[src/rtl/iep_pkg.sv]
// Package for the interrupt-enable, power-down arming and port-zero read decoder.
// Assumes a 10-bit instruction word presented by the program sequencer.
package iep_pkg;

  localparam int unsigned INSN_W = 10;
  localparam int unsigned DATA_W = 4;

  // Opcodes of the three decoded single-word instructions
  localparam logic [INSN_W-1:0] OPC_SET_IRQ_EN = 10'h005;
  localparam logic [INSN_W-1:0] OPC_ARM_PD     = 10'h05B;
  localparam logic [INSN_W-1:0] OPC_READ_P0    = 10'h260;

  // Delay from the enable instruction to interrupt acceptance, in machine cycles
  localparam int unsigned IRQ_EN_DELAY = 1;

  localparam logic [DATA_W-1:0] ACC_RST = 4'h0;

  // Instruction presented for execution
  typedef struct packed {
    logic              valid;
    logic [INSN_W-1:0] word;
  } iep_insn_t;

  // Results handed back to the core datapath
  typedef struct packed {
    logic              acc_we;
    logic [DATA_W-1:0] acc_data;
    logic              carry_we;
    logic              skip_next;
    logic              words_used;
  } iep_result_t;

endpackage

[src/rtl/iep_decoder.sv]
// Decoder and executor for the interrupt-enable, power-down arming and port-zero input instructions.
// Assumes one instruction per ref_clk_i cycle (one machine cycle) from the sequencer, port pins asynchronous.
`timescale 1ns/1ps
`default_nettype none

// Function
// - The interrupt-enable instruction writes 1 into the interrupt enable flag in one single-word cycle.
// - Interrupt acceptance becomes effective only one machine cycle after the enable instruction executes.
// - The arming instruction makes the next power-down instruction of either type valid only if no instruction other than an arm comes first.
// - The port-zero input instruction loads the accumulator with the 4-bit port levels in one cycle.
module iep_decoder #(
  parameter int unsigned DATA_W = iep_pkg::DATA_W
) (
  input  wire logic              ref_clk_i,
  input  wire logic              rst_n_i,
  input  wire iep_pkg::iep_insn_t insn_i,
  input  wire logic              irq_disable_i,
  input  wire logic              powerdown_op_i,
  input  wire logic              deep_powerdown_op_i,
  input  wire logic [DATA_W-1:0] port_zero_i,
  output var  logic              irq_enable_flag_o,
  output var  logic              irq_accept_en_o,
  output var  logic              pd_valid_o,
  output var  logic              deep_pd_valid_o,
  output var  logic [DATA_W-1:0] acc_o,
  output var  iep_pkg::iep_result_t result_o
);

  // ***************************************************************
  // Decode helpers
  // ***************************************************************
  function automatic logic is_op(input iep_pkg::iep_insn_t i, input logic [iep_pkg::INSN_W-1:0] opc);
    is_op = i.valid && (i.word == opc);
  endfunction

  // ***************************************************************
  // Port synchroniser
  // ***************************************************************
  // Pins are asynchronous to ref_clk_i; only the second stage feeds logic
  logic [DATA_W-1:0] p0_meta_r;
  logic [DATA_W-1:0] p0_meta_nxt;
  logic [DATA_W-1:0] p0_sync_r;
  logic [DATA_W-1:0] p0_sync_nxt;

  always_comb begin
    p0_meta_nxt = port_zero_i;
    p0_sync_nxt = p0_meta_r;
  end

  always_ff @(posedge ref_clk_i or negedge rst_n_i) begin
    if (!rst_n_i) begin
      p0_meta_r <= '0;
      p0_sync_r <= '0;
    end else begin
      p0_meta_r <= p0_meta_nxt;
      p0_sync_r <= p0_sync_nxt;
    end
  end

  // ***************************************************************
  // Instruction decode
  // ***************************************************************
  logic do_ei;
  logic do_arm;
  logic do_rd;
  logic is_pd_any;

  assign do_ei     = is_op(insn_i, iep_pkg::OPC_SET_IRQ_EN);
  assign do_arm    = is_op(insn_i, iep_pkg::OPC_ARM_PD);
  assign do_rd     = is_op(insn_i, iep_pkg::OPC_READ_P0);
  assign is_pd_any = powerdown_op_i | deep_powerdown_op_i;

  // ***************************************************************
  // Interrupt enable flag
  // ***************************************************************
  logic ie_r;
  logic ie_nxt;

  // Enable beats a disable presented in the same cycle
  always_comb begin
    ie_nxt = ie_r;
    if (do_ei) begin
      ie_nxt = 1'b1;
    end else if (irq_disable_i) begin
      ie_nxt = 1'b0;
    end
  end

  always_ff @(posedge ref_clk_i or negedge rst_n_i) begin
    if (!rst_n_i) begin
      ie_r <= 1'b0;
    end else begin
      ie_r <= ie_nxt;
    end
  end

  // ***************************************************************
  // Interrupt acceptance delay
  // ***************************************************************
  // Acceptance trails the registered flag, so an interrupt pending during the
  // enable cycle itself is not taken yet; the delay must stay at least one
  localparam int unsigned ACC_DLY = iep_pkg::IRQ_EN_DELAY;

  logic [ACC_DLY-1:0] acc_pipe_r;
  logic [ACC_DLY-1:0] acc_pipe_nxt;

  always_comb begin
    acc_pipe_nxt    = acc_pipe_r << 1;
    acc_pipe_nxt[0] = ie_r;
  end

  always_ff @(posedge ref_clk_i or negedge rst_n_i) begin
    if (!rst_n_i) begin
      acc_pipe_r <= '0;
    end else begin
      acc_pipe_r <= acc_pipe_nxt;
    end
  end

  // ***************************************************************
  // Power-down arming
  // ***************************************************************
  // The arm lasts one instruction: any valid instruction other than a fresh
  // arm, or any power-down pulse without a fresh arm, consumes it; idle cycles keep it pending
  typedef enum logic [1:0] {
    ARM_IDLE  = 2'b01,
    ARM_READY = 2'b10
  } iep_arm_state_t;

  iep_arm_state_t arm_state_r;
  iep_arm_state_t arm_state_nxt;
  logic           pd_r;
  logic           pd_nxt;
  logic           dpd_r;
  logic           dpd_nxt;

  always_comb begin
    arm_state_nxt = arm_state_r;
    pd_nxt        = 1'b0;
    dpd_nxt       = 1'b0;
    case (arm_state_r)
      ARM_IDLE: begin
        if (do_arm) begin
          arm_state_nxt = ARM_READY;
        end
      end
      ARM_READY: begin
        // Plain power-down wins when both types arrive together
        pd_nxt  = powerdown_op_i;
        dpd_nxt = deep_powerdown_op_i && !powerdown_op_i;
        if (do_arm) begin
          arm_state_nxt = ARM_READY;
        end else if (insn_i.valid || is_pd_any) begin
          arm_state_nxt = ARM_IDLE;
        end
      end
      default: begin
        arm_state_nxt = ARM_IDLE;
      end
    endcase
  end

  always_ff @(posedge ref_clk_i or negedge rst_n_i) begin
    if (!rst_n_i) begin
      arm_state_r <= ARM_IDLE;
      pd_r        <= 1'b0;
      dpd_r       <= 1'b0;
    end else begin
      arm_state_r <= arm_state_nxt;
      pd_r        <= pd_nxt;
      dpd_r       <= dpd_nxt;
    end
  end

  // ***************************************************************
  // Accumulator load
  // ***************************************************************
  logic [DATA_W-1:0] acc_r;
  logic [DATA_W-1:0] acc_nxt;

  // The loaded value is the synchronised pins, two cycles behind the pads
  always_comb begin
    acc_nxt = acc_r;
    if (do_rd) begin
      acc_nxt = p0_sync_r;
    end
  end

  always_ff @(posedge ref_clk_i or negedge rst_n_i) begin
    if (!rst_n_i) begin
      acc_r <= DATA_W'(iep_pkg::ACC_RST);
    end else begin
      acc_r <= acc_nxt;
    end
  end

  // ***************************************************************
  // Result to the core datapath
  // ***************************************************************
  localparam int unsigned RES_W = iep_pkg::DATA_W;

  iep_pkg::iep_result_t res_r;
  iep_pkg::iep_result_t res_nxt;

  // None of the three touches carry or the skip logic; each is one word
  always_comb begin
    res_nxt            = '0;
    res_nxt.acc_we     = do_rd;
    res_nxt.acc_data   = RES_W'(p0_sync_r);
    res_nxt.carry_we   = 1'b0;
    res_nxt.skip_next  = 1'b0;
    res_nxt.words_used = do_ei | do_arm | do_rd;
  end

  always_ff @(posedge ref_clk_i or negedge rst_n_i) begin
    if (!rst_n_i) begin
      res_r <= '0;
    end else begin
      res_r <= res_nxt;
    end
  end

  // ***************************************************************
  // Outputs
  // ***************************************************************
  assign irq_enable_flag_o = ie_r;
  assign irq_accept_en_o   = acc_pipe_r[ACC_DLY-1];
  assign pd_valid_o        = pd_r;
  assign deep_pd_valid_o   = dpd_r;
  assign acc_o             = acc_r;
  assign result_o          = res_r;

endmodule

`default_nettype wire

[config.mk]
export PLATFORM = sky130hd
export DESIGN_NAME = iep_decoder
export DESIGN_NICKNAME = d
export VERILOG_FILES = /design/src/rtl/iep_pkg.sv /design/src/rtl/iep_decoder.sv
export SDC_FILE = /design/constraint.sdc
export NUM_CORES = 1
export LEC_CHECK = 0
export BUFFER_PORTS_ARGS = -buffer_cell sky130_fd_sc_hd__clkbuf_2
export CAP_MARGIN = 20
export CORE_ASPECT_RATIO = 0.7
export CORE_MARGIN = 2
export CORE_UTILIZATION = 45
export DETAILED_ROUTE_END_ITERATION = 8
export PLACE_DENSITY = 0.82
export SLEW_MARGIN = 20
export SYNTH_ARGS = -nofsm -noshare
export SYNTH_HDL_FRONTEND = slang
export SYNTH_SLANG_ARGS = --single-unit
[constraint.sdc]
create_clock -name ref_clk_i -period 2 [get_ports ref_clk_i]
set_input_delay 0 -clock ref_clk_i [delete_from_list [all_inputs] [get_ports ref_clk_i]]
set_output_delay 0 -clock ref_clk_i [all_outputs]
set_load 0.005 [all_outputs]
# [Word-level counts from Yosys, hierarchy flattened]
# Index checks and enable logic that the tools add are counted.
[totals] reg_bits=24 word_cells=37 out_inout_bits=16
[classes] bitwise=3 mux=8 eq_ne=7 reduce_logical=8
[op_table] cell="10-bit == test (second input constant)" n=1
[op_table] cell="10-bit by 3-bit == test with 1-bit output (second input constant)" n=1
[op_table] cell="10-bit by 7-bit == test with 1-bit output (second input constant)" n=1
[op_table] cell="2-bit two-way mux" n=3
[op_table] cell="1-bit logical AND" n=4
[op_table] cell="1-bit two-way mux" n=4
[op_table] cell="2-bit one-hot mux with 2 select lines" n=1
[op_table] cell="3-bit != test (second input constant)" n=1
[op_table] cell="1-bit bitwise OR" n=3
[op_table] cell="2-bit by 1-bit == test with 1-bit output (second input constant)" n=1
[op_table] cell="2-bit == test (second input constant)" n=1
[op_table] cell="2-bit != test (second input constant)" n=1
[op_table] cell="2-bit AND reduction" n=1
[op_table] cell="2-bit nonzero test" n=1
[op_table] cell="1-bit zero test" n=1
[op_table] cell="1-bit logical OR" n=1

# [Logic depth before layout (Yosys ltp)]
# Gate-level depths: netlist of the first run.
[logic_depth] depth_word=5 ltp_mapped=6 depth_no_buf=6

# [Worst setup path before layout of the first run]
# Ideal clock, no wire load.
[synth_timing] kind="input -> register" start="input insn_i[7] (netlist bit)" end="register arm_state_r[1]" stages=4 slack_ns=0.423 t_required_ns=1.917 setup_time_ns=0.083 n_path_buf=0 arrival_time_ns=1.494 cell_sequence="or3b_1 or4_4 or4_1 o21ai_0"
[synth_via] elab_chain_cells=4 elab_cells_between_ends=7
[synth_rtl] item="start, declared" line="iep_decoder.sv:16" rtl="input wire iep_pkg::iep_insn_t insn_i,"
[synth_rtl] item="10-bit by 7-bit == test with 1-bit output (*)" line="iep_decoder.sv:33" rtl="is_op = i.valid && (i.word == opc);"
[synth_rtl] item="1-bit logical AND (*)" line="iep_decoder.sv:33"
[synth_rtl] item="2-bit two-way mux (tied with other cells)" line="iep_decoder.sv:151" rtl="if (do_arm) begin"
[synth_rtl] item="2-bit one-hot mux with 2 select lines or 2-bit AND reduction (tied branches)"
[synth_rtl] item="end signal, assigned" line="iep_decoder.sv:169" rtl="arm_state_r <= arm_state_nxt;"
[synth_rtl] item="end, declared" line="iep_decoder.sv:130" rtl="iep_arm_state_t arm_state_r;"
# Mark *: on every way between the ends. The rest lies on a longest branch, timed or not.
# A chain may end at the register's enable or synchronous reset.

# [Worst setup path after layout of the first run]
[layout_timing] start="register arm_state_r[0]" end="register dpd_r, in the netlist deep_pd_valid_o"
[layout_via] elab_chain_cells=2
[layout_rtl] item="2-bit == test" line="iep_decoder.sv:141" rtl="case (arm_state_r)"
[layout_rtl] item="1-bit two-way mux" line="iep_decoder.sv:141"
[layout_rtl] item="net dpd_nxt" line="iep_decoder.sv:135" rtl="logic dpd_nxt;"
[layout_rtl] item="end signal, assigned" line="iep_decoder.sv:171" rtl="dpd_r <= dpd_nxt;"
[layout_rtl] item="end, declared" line="iep_decoder.sv:134" rtl="logic dpd_r;"
# The timed path passes the listed nets, and every way through them passes these cells.

==> results of run 1 <==
power groups by stage:
stage                     sequential (uW)  combinational (uW)  clock (uW)
after CTS                             506                61.8         350
after detailed placement              515                49.1           0
final                                 505                61.3         343
after global routing                  507                69.1         372
after global placement                514                47.2           0
after floorplan                       514                14.9           0
logic make-up (layout without fill, tap and decap cells):
kind of cell	count (synthesis)	count (layout)	share of synthesized area, %
compound gates	6	6	4.081
other cells	1	2	0.4369
fa+ha+maj	2	2	2.915
simple gates	18	18	13.27
flops	24	24	70.12
buf+inv	7	53	3.936
mux	4	4	5.247
critical path: stages, from the launching register on:
cell and delay (ps):
dfstp_2 570, inv_1 50, ha_1 230, inv_1 80, nor3b_1 50, dlygate4sd3_1 550
state kept, by name, indices dropped and copies added, names as in the netlist:
signal             flops
acc_o                  4
arm_state_r            2
irq_enable_flag_o      1
pd_valid_o             1
p0_sync_r              4
result_o               6
deep_pd_valid_o        1
irq_accept_en_o        1
p0_meta_r              4
metrics by stage:
step,setup WS (ps),instances
after floorplan,423.1,63
after global placement,321.7,116
after detailed placement,291.9,116
after CTS,378.6,131
after global routing,298.7,131
final,364.3,131
layout by cell type (no fill, tap or decap):
master / netlist / final
or3b_4: 1 / 1
nand2b_1: 1 / 1
conb_1: 1 / 2
ha_1: 2 / 2
a21bo_2: 1 / 1
dfrtp_1: 23 / 23
o21ai_0: 4 / 4
dfstp_2: 1 / 1
bufinv_16: 0 / 1
dlygate4sd3_1: 0 / 11
nand2_1: 4 / 4
nor3_1: 1 / 1
or3b_1: 1 / 1
clkbuf_4: 0 / 3
and2_1: 1 / 1
a21oi_1: 1 / 1
nand3_1: 1 / 1
or4_4: 1 / 1
nor2_1: 2 / 2
nor3b_1: 2 / 2
clkbuf_2: 0 / 33
mux2_2: 4 / 4
inv_1: 5 / 5
or4_1: 1 / 1
nor4_1: 1 / 1
nor4b_1: 1 / 1
routing by layer:
metal / routed length (um) / global-route usage, %
met1: 653 / 15.48
met2: 804 / 32.35
met3: 89 / 6.129
met4: 0 / 4.762
met5: 0 / 0
cell type report:
class                      count  share of cell area (%)
sequential                    24                   50.05
tap                           22                   2.289
clock buffer                   3                   1.873
inverter                       5                   1.561
timing repair buffer          44                   22.89
clock inverter                 1                   2.497
multi-input combinational     32                   18.83
path summary, 6_finish.rpt:
kind	startpoint	endpoint	slack (ps)
max	arm_state_r[0]$_DFFE_PN1P_	deep_pd_valid_o$_DFF_PN0_	360
min	insn_i[1]	result_o[0]$_DFF_PN0_	40
max reg2reg	arm_state_r[0]$_DFFE_PN1P_	deep_pd_valid_o$_DFF_PN0_	360
min reg2reg	p0_meta_r[0]$_DFF_PN0_	p0_sync_r[0]$_DFF_PN0_	360
max in group asynchronous	rst_n_i	arm_state_r[0]$_DFFE_PN1P_	1420
min in group asynchronous	rst_n_i	irq_enable_flag_o$_DFFE_PN0P_	190
repair_timing:
item	in CTS	in global routing
endpoints found under the hold margin	31	0
endpoints found under the setup margin	0	0
hold buffers	11	0
==> summary.md, run 1 <==
| Metric | Value |
|---|---|
| Max Slew Vio Count | 0 |
| CP max FO | 4 |
| Clock network power share | 37.7% |
| Flop pwr share | 55.6% |
| Mean Syn Cell Area | 13.84 sq um |
| Status | complete, no violations |
| Tot Pwr | 909.7 uW |
| Die Ht | 40.54 um |
| WHS | a little under 40 ps |
| Cell Int Power | 737.0 uW |
| R2R depth | 5 |
| Tcrit/Tclk final | 81.79% |
| Cell with the most instances after synthesis | dfrtp_1 |
| Core area | between 1500 and 2000 sq um |
| Highest Clock Rate | 611.3 MHz |
| Period minus WS final | 1636 ps |
| RSZ-0062 raised after global routing | no |
| Global Route Usage Sum | around 16% |
| CTS tree | yes |
| First-pass GRT wire length | 2518 um |
| CTS root buffer | clkbuf_4 |
| P_leak | ~0.00065 uW |
| Initial antenna violation count | 0 |
| Final hold vios | 0 |
| Postcts setup bufs | 0 |
| # IOs | 36 |
| Post-route DRC | 0 |
| Setup TNS | 0 ps |
| Clock Pin Slew Worst Setup and Hold Paths | between 100 and 150 ps |
| Drt pass-1 iters | 4 |
| Post-synth EDFFs | 0 |
| Max clock buf depth | 2 |
| #FFs+latches synth | 24 |
| Max-cap violations | 0 |
| WS Path Type | flip-flop to flip-flop |
| Area of the multi-input gates | 226.5 sq um |
| Clock sink total | 24 |
| Worst setup SP type | flip-flop |
| Die ar. | 2278 sq um |
| FILL cells | about 140 |
| Combinational fraction of design power | 6.7% |
| Final net count | 132 |
| Die X | 56.20 um |
| IR Drop Worst-Case VDD | 490.8 uV |
| Synth warnings | 0 |
| Largest net degree at the start of global routing | 25 |
| Dominant cells by area after synthesis | dfrtp_1 67%, mux2_2 5.2%, dfstp_2 3.1% |
| Measured slew at the worst slew-check pin | 554.9 ps |
| Layout area overhead | 40.09% |
| DR iter-0 viols | 8 |
| Synth Flop Type | dfrtp_1 |
| Antenna Nets Post-Route | 0 |
| H-tree depth | 1 |
| GP Congestion | 0.7464 |
| CP arrival | 1830 ps |
| Post-Synthesis Cells | between 60 and 70 |
| Final setup viols | 0 |
| DP Area | between 1000 and 1500 sq um |
| Initial core utilization | 47.12% |
| CTS resizes | 0 |
| Antenna diodes | 0 |
| GR Overflow Total | 0 |
| Register area | between 600 and 700 sq um |
| Fraction of registers with async set/reset | 100.0% |
| Post-synth cell types | 23 |
| Share of post-route cells with drive strength above 1 | just over 40% |
| Clock Latency Late Sink | 310 ps |
| Vias in the first global route | 576 |
| Final Core Density | 66.00% |
| Synth top area share | 67.06% |
| Final instance area | 1202 sq um |
| WL final | 1547 um |
| Row cnt | 13 |
| Hold Crit Class | input pin to flip-flop |
| Post-Syn Area | 858.3 sq um |
| Post-synth top area cell | dfrtp_1 |
| Switching share of total power | 18.98% |
| Seq/Total Area, Yosys | between 70% and 80% |
| DPL Wire Length | 1115 um |
| Setup Skew | 12.90 ps |
| Power density cells | between 700 and 800 nW/um^2 |
| Num CTS Buffers | 3 |
| Critical Path Sink Type | flip-flop |
| Drt via density | approximately 4.6 |
| Slew HR | 63.00% |
| Hold Path Stages | 4 |
| Wire per inst | 11.81 um |
| CP required | 2200 ps |
| Vias | 598 |
| Post-synth top cells | 23 x dfrtp_1, 5 x inv_1, 4 x mux2_2, 4 x nand2_1, 4 x o21ai_0 |
| Switching power | 172.6 uW |
| PortBufs | 33 |
(Power assumes the default switching activity.)
==> inputs of run 2 (changes only) <==
--- a/config.mk
+++ b/config.mk
@@ -5,11 +5,12 @@
 export SDC_FILE = /design/constraint.sdc
 export NUM_CORES = 1
 export LEC_CHECK = 0
+export ABC_AREA = 1
 export BUFFER_PORTS_ARGS = -buffer_cell sky130_fd_sc_hd__clkbuf_2
 export CAP_MARGIN = 20
 export CORE_ASPECT_RATIO = 0.7
 export CORE_MARGIN = 2
-export CORE_UTILIZATION = 45
+export CORE_UTILIZATION = 46
 export DETAILED_ROUTE_END_ITERATION = 8
 export PLACE_DENSITY = 0.82
 export SLEW_MARGIN = 20
==> constraint.sdc (replaced) <==
create_clock -name ref_clk_i -period 1.55 [get_ports ref_clk_i]
set_input_delay 0 -clock ref_clk_i [delete_from_list [all_inputs] [get_ports ref_clk_i]]
set_output_delay 0 -clock ref_clk_i [all_outputs]
set_load 0.005 [all_outputs]
==> run 2 against run 1 <==
Net effect: worst setup slack got worse by 150 ps; count of clock-buffer cells in the layout rose by 1; non-clock buffer count fell by 3; combinational power rose to 2.8 times the previous value; clock power fell by 9.3%; cell area rose by 3.5%; worst hold slack got worse by 17 ps; via count rose by 36%; critical path type unchanged; register-to-register slack got worse by 150 ps; largest cell class unchanged; cell count rose by 21%; critical endpoint is now arm_state_r[1]$_DFFE_PN0P_; wire length rose by 32%.
==> summary.md, run 2 <==
| Metric | Value |
|---|---|
| Antenna diodes | 0 |
| Layout area overhead | 31.44% |
| Final net count | approximately 160 |
| Most frequent cells in the layout | 33 x clkbuf_2, 26 x nand2_1, 23 x dfrtp_1, 10 x inv_1, 8 x dlygate4sd3_1 |
| Critical path's top delay family | flip-flops |
| Slew HR | 63.42% |
| Post-route DRC | 0 |
| Synth warnings | 0 |
| Row cnt | 13 |
| Clock Pin Slew Worst Setup and Hold Paths | 120 ps |
| Final Core Density | 65.42% |
| Crit path top cell by count | nand2_1 |
| Clock Latency Late Sink | 310 ps |
| Die Ht | 41.97 um |
| Hold Path Stages | 4 |
| CP cell instances | inv_1 -> ha_1 -> nand4_1 -> nand2_1 -> nand2_1 -> nand2_1 |
| DP Area | 1129 sq um |
| Switching share of total power | 24.41% |
| Max FFs per register | 6 |
| Status | complete, no violations |
| Final hold vios | 0 |
| # IOs | 36 |
| Max clock buf depth | 2 |
| Die X | about 58 um |
| Synth Flop Type | dfrtp_1 |
| Post-Synthesis Cells | 92 |
| Post-synth EDFFs | 0 |
| #FFs+latches synth | 24 |
| Post-Syn Area | roughly 950 sq um |
| Cell Count, Final, Fillers Out | 158 |
| Setup Skew | 8.717 ps |
| Vias | 816 |
| Postcts setup bufs | 0 |
| Critical Path Sink Type | flip-flop |
| Largest net degree at the start of global routing | 25 |
| Combinational fraction of design power | 14.8% |
| Flop pwr share | 58.6% |
| Drt pass-1 iters | 4 |
| Synth top area share | 60.77% |
| Highest Clock Rate | 749.2 MHz |
| Clock sink total | 24 |
| Worst path bufs/invs | 1 |
| IR Drop Worst-Case VDD | between 600 and 700 uV |
| Hold Crit Class | input pin to flip-flop |
| CP arrival | 1530 ps |
| Max Slew Vio Count | 0 |
| Pre-CTS setup slack | 221.5 ps |
| Final instance area | 1245 sq um |
| Tcrit/Tclk final | 86.11% |
| Commonest non-fill, non-tap cell in the layout | clkbuf_2 |
| DR iter-0 viols | 35 |
| Mean Syn Cell Area | 10.30 sq um |
| Final setup viols | 0 |
| Setup TNS | 0 ps |
| CP max FO | 5 |
| Clock network power share | between 20% and 30% |
| CTS tree | yes |
| Die ar. | 2444 sq um |
| Dominant cells by area after synthesis | dfrtp_1 61%, nand2_1 10%, inv_1 4.0% |
| Antenna Nets Post-Route | 0 |
| GR Overflow Total | 0 |
| Crit. path cell count | 6 |
| Worst Setup Slack, final | approximately 220 ps |
| Share of post-route cells with drive strength above 1 | 33.09% |
| WS Path Type | flip-flop to flip-flop |
| RSZ-0062 raised after global routing | no |
| Num CTS Buffers | 3 |
| Fraction of registers with async set/reset | 100.0% |
| PortBufs | 33 |
| First-pass GRT wire length | 3436 um |
| Worst setup SP type | flip-flop |
| Vias in the first global route | 785 |
| Max-cap violations | 0 |
| Post-synth top cells | 26 x nand2_1, 23 x dfrtp_1, 10 x inv_1, 7 x nor2_1, 4 x nand3_1 |
| Post-synth top area cell | dfrtp_1 |
| Wire per inst | around 13 um |
| P_leak | 0.0007058 uW |
| WL final | approximately 2000 um |
| Initial antenna violation count | 0 |
| Cell with the most instances after synthesis | nand2_1 |
| CTS root buffer | clkbuf_4 |
| Max incr delay on CP | ~570 ps |
| Period minus WS final | 1335 ps |
| Post-synth cell types | 23 |
| Initial core utilization | 49.77% |
| CP required | 1750 ps |
| GP Congestion | slightly above 0.8 |
| R2R depth | 6 |
| Global Route Usage Sum | 18.79% |
| Switching power | 285.3 uW |
| Drt via density | approximately 5.2 |
| Critical-path top delay cell | dfstp_2 |
| Placed Cells | 146 |
| Measured slew at the worst slew-check pin | 548.6 ps |
| H-tree depth | 1 |
| DPL Wire Length | between 1000 and 1500 um |
| Core area | 1903 sq um |
| Cell Int Power | a little under 900 uW |
| Seq/Total Area, Yosys | 63.54% |
| Power density cells | 938.8 nW/um^2 |
==> run 2: cell types whose count changed after synthesis, moves of 2 or more <==
cell,before,now
nand2_1,4,26
mux2_2,4,0
nand4_1,0,2
nor2_1,2,7
inv_1,5,10
o21ai_0,4,1
nand3_1,1,4
nor3b_1,2,0
==> run 2: timing repair <==
item | CTS | global route
resized for setup | 0 | 0
endpoints found under the hold margin | 30 | 0
hold buffers | 8 | 0
==> run 2: cell type report <==
class                      instances  area [sq um]
clock buffer                       4         36.28
sequential                        24         601.8
timing repair buffer              41         245.2
inverter                          12         50.05
fill                             151         658.1
multi-input combinational         55         284.0
tap                               22         27.53
==> run 2: power by group through the flow <==
stage               Sequential, uW  Clock (uW)  Combinational, uW
detailed placement             697           0                154
CTS                            684         322                169
global route                   686         355                196
floorplan                      692           0               84.7
finish                         684         311                173
global placement               691           0                138
==> run 2: path summary, 6_finish.rpt <==
check,to,slack (ps),startpoint
min,result_o[0]$_DFF_PN0_,20,insn_i[6]
max in group asynchronous,arm_state_r[0]$_DFFE_PN1P_,980,rst_n_i
max reg2reg,arm_state_r[1]$_DFFE_PN0P_,220,arm_state_r[0]$_DFFE_PN1P_
min in group asynchronous,acc_o[1]$_DFFE_PN0P_,190,rst_n_i
max,arm_state_r[1]$_DFFE_PN0P_,220,arm_state_r[0]$_DFFE_PN1P_
min reg2reg,p0_sync_r[3]$_DFF_PN0_,370,p0_meta_r[3]$_DFF_PN0_
==> run 2: per-stage QoR <==
step	hold WS (ps)	total power [uW]
finish	22.23	1169
global route	42.04	1237
CTS	13.65	1176
detailed placement	17.93	850.6
global placement	5.389	829.2
floorplan	-295.6	776.4
==> run 2: cell families (layout without fill, tap and decap cells) <==
family	Yosys count	after routing	share of synthesized area, %
adder cells (fa/ha/maj)	2	2	2.642
other	1	2	0.3959
flip-flops	24	24	63.54
buffers and inverters	14	57	6.869
AO/OA/AOI/OAI	2	2	1.453
AND/OR/NAND/NOR	49	49	25.10
==> run 2: per-layer routing <==
metal  GRT usage [%]  up-vias  share of wire, %
li1                -      371                 -
met1           22.95      373                37
met2           31.59       60                50
met3           6.542       12                10
met4           5.116        0               3.1
met5               0        -                 0
==> run 2: worst register-to-register path, cell delays in order, from the launching register on <==
cell and delay, ps:
dfstp_2 570, inv_1 50, ha_1 250, nand4_1 160, nand2_1 90, nand2_1 70, nand2_1 60
==> inputs of run 3 (changes only) <==
--- a/config.mk
+++ b/config.mk
@@ -10,9 +10,10 @@
 export CAP_MARGIN = 20
 export CORE_ASPECT_RATIO = 0.7
 export CORE_MARGIN = 2
-export CORE_UTILIZATION = 46
+export CORE_UTILIZATION = 49
+export CTS_BUF_LIST = sky130_fd_sc_hd__clkbuf_4 sky130_fd_sc_hd__clkbuf_8
 export DETAILED_ROUTE_END_ITERATION = 8
-export PLACE_DENSITY = 0.82
+export PLACE_DENSITY = 0.86
 export SLEW_MARGIN = 20
 export SYNTH_ARGS = -nofsm -noshare
 export SYNTH_HDL_FRONTEND = slang
==> run 3 against run 2 <==
Net effect: non-clock buffer count did not move; core utilization rose by 3.2 points; critical path type unchanged; wire length fell by 9.0%; combinational power rose by 2%; worst hold slack got worse by 1.8 ps; clock skew fell by 1.5 ps; cell count did not move; power rose by 11%; worst setup slack got worse by 9.2 ps; critical path depth did not move.
==> summary.md, run 3 (synthesis gave the netlist of run 2 again) <==
| Metric | Value |
|---|---|
| Status | complete, no violations |
| RSZ-0062 raised after global routing | no |
| Worst Setup Slack, final | 206.1 ps |
| CP arrival | around 1600 ps |
| Drt pass-1 iters | 6 |
| Most frequent cells in the layout | 33 x clkbuf_2, 26 x nand2_1, 23 x dfrtp_1, 10 x inv_1, 8 x dlygate4sd3_1 |
| WL final | 1855 um |
| Power density cells | 1027 nW/um^2 |
| Global Route Usage Sum | 18.41% |
| IR Drop Worst-Case VDD | 1264 uV |
| Largest net degree at the start of global routing | 25 |
| Commonest non-fill, non-tap cell in the layout | clkbuf_2 |
| Critical R2R Launch | arm_state_r[0]$_DFFE_PN1P_ |
| Max incr delay on CP | between 500 and 600 ps |
| Clock Pin Slew Worst Setup and Hold Paths | ~120 ps |
| Tcrit/Tclk final | 86.70% |
| CP max FO | 5 |
| Vias | slightly below 800 |
| Final net count | ~160 |
| DPL Wire Length | 1493 um |
| Critical path's top delay family | flip-flops |
| Hold Crit Class | input pin to flip-flop |
| Postcts setup bufs | 0 |
| Highest Clock Rate | approximately 740 MHz |
| Critical Path Sink Type | flip-flop |
| Period minus WS final | 1344 ps |
| Die ar. | 2306 sq um |
| Layout area overhead | 33.16% |
| CTS root buffer | clkbuf_4 |
| Pre-CTS setup slack | 231.4 ps |
| Worst path bufs/invs | 1 |
| Core area | approximately 1800 sq um |
| Final hold vios | 0 |
| Hold Crit Start | insn_i[6] |
| Worst setup path startpoint | arm_state_r[0]$_DFFE_PN1P_ |
| Tot Pwr | 1295 uW |
| WS Path Type | flip-flop to flip-flop |
| CP required | 1760 ps |
| Setup Skew | approximately 7.3 ps |
| GP Congestion | about 0.79 |
| Max clock buf depth | 2 |
| Wire per inst | approximately 12 um |
| PortBufs | 33 |
| Antenna Nets Post-Route | 0 |
| CTS resizes | 0 |
| P_leak | 0.0007127 uW |
| Vias in the first global route | 777 |
| Crit path top cell by count | nand2_1 |
| Post-route DRC | 0 |
| Row cnt | 13 |
| First-pass GRT wire length | 3036 um |
| Num CTS Buffers | 3 |
| H-tree depth | 1 |
| Measured slew at the worst slew-check pin | between 500 and 600 ps |
| Slew HR | ~63% |
| Antenna diodes | 0 |
| Max Slew Vio Count | 0 |
| Setup TNS | 0 ps |
| CP cell instances | inv_1 -> ha_1 -> nand4_1 -> nand2_1 -> nand2_1 -> nand2_1 |
| Die X | 56.55 um |
| Max-cap violations | 0 |
| CTS tree | yes |
| Clock sink total | 24 |
| Drt via density | 4.956 |
| Share of post-route cells with drive strength above 1 | 33.09% |
| GR Overflow Total | 0 |
| Initial core utilization | between 50 and 60% |
| Initial antenna violation count | 0 |
| Die Ht | ~40 um |
| DR iter-0 viols | 24 |
| Final setup viols | 0 |
| WHS | 20.46 ps |
| Clock Latency Late Sink | 310 ps |
| Worst setup SP type | flip-flop |
| # IOs | 36 |
| Critical-path top delay cell | dfstp_2 |
| Max FFs per register | 6 |
run 3: what timing repair did:
item	4_1_cts	5_1_grt
setup endpoints to repair	0	0
hold buffers	8	0
hold endpoints to repair	30	0
run 3: path summary, 6_finish.rpt:
kind / endpoint / slack [ps] / cells past startpoint
min in group asynchronous: result_o[7]$_DFF_PN0_ / 180 / 2
max in group asynchronous: arm_state_r[0]$_DFFE_PN1P_ / 980 / 2
worst max register to register: arm_state_r[1]$_DFFE_PN0P_ / 210 / 6
worst min-delay path: result_o[0]$_DFF_PN0_ / 20 / 4
worst min register to register: p0_sync_r[2]$_DFF_PN0_ / 360 / 0
worst max-delay path: arm_state_r[1]$_DFFE_PN0P_ / 210 / 6
run 3: per-stage QoR:
stage | cell area (sq um) | util, % | cells
finish | 1261 | 68.62 | 158
global route | 1261 | 68.62 | 158
CTS | 1261 | 68.62 | 158
detailed placement | 1129 | 61.40 | 146
global placement | 1129 | 61.40 | 146
floorplan | 950.9 | - | 93
run 3: metal layers:
layer	global-route usage (%)	wire (um)	vias to the layer above
met5	0	0	-
met4	10.12	58	0
met3	7.256	192	10
met2	35.76	933	53
met1	17.87	670	350
li1	-	-	370
run 3: final cells by class:
type	instances	area (sq um)
Fill cell	138	576.8
Tap cell	22	27.53
Timing Repair Buffer	41	245.2
Sequential cell	24	601.8
Clock inverter	1	30.03
Clock buffer	3	22.52
Inverter	12	50.05
Multi-Input combinational cell	55	284.0
run 3: power by group:
part           leakage, uW  internal, uW  total (uW)  switching (uW)
Sequential        0.000304           666         681            15.4
Clock            0.0000279           262         437             175
Combinational     0.000381          75.9         177             101
run 3: worst min-delay path, stage by stage:
cell and delay (ps):
clkbuf_2 100, nor3_1 50, nand3_1 90, nand3_1 60
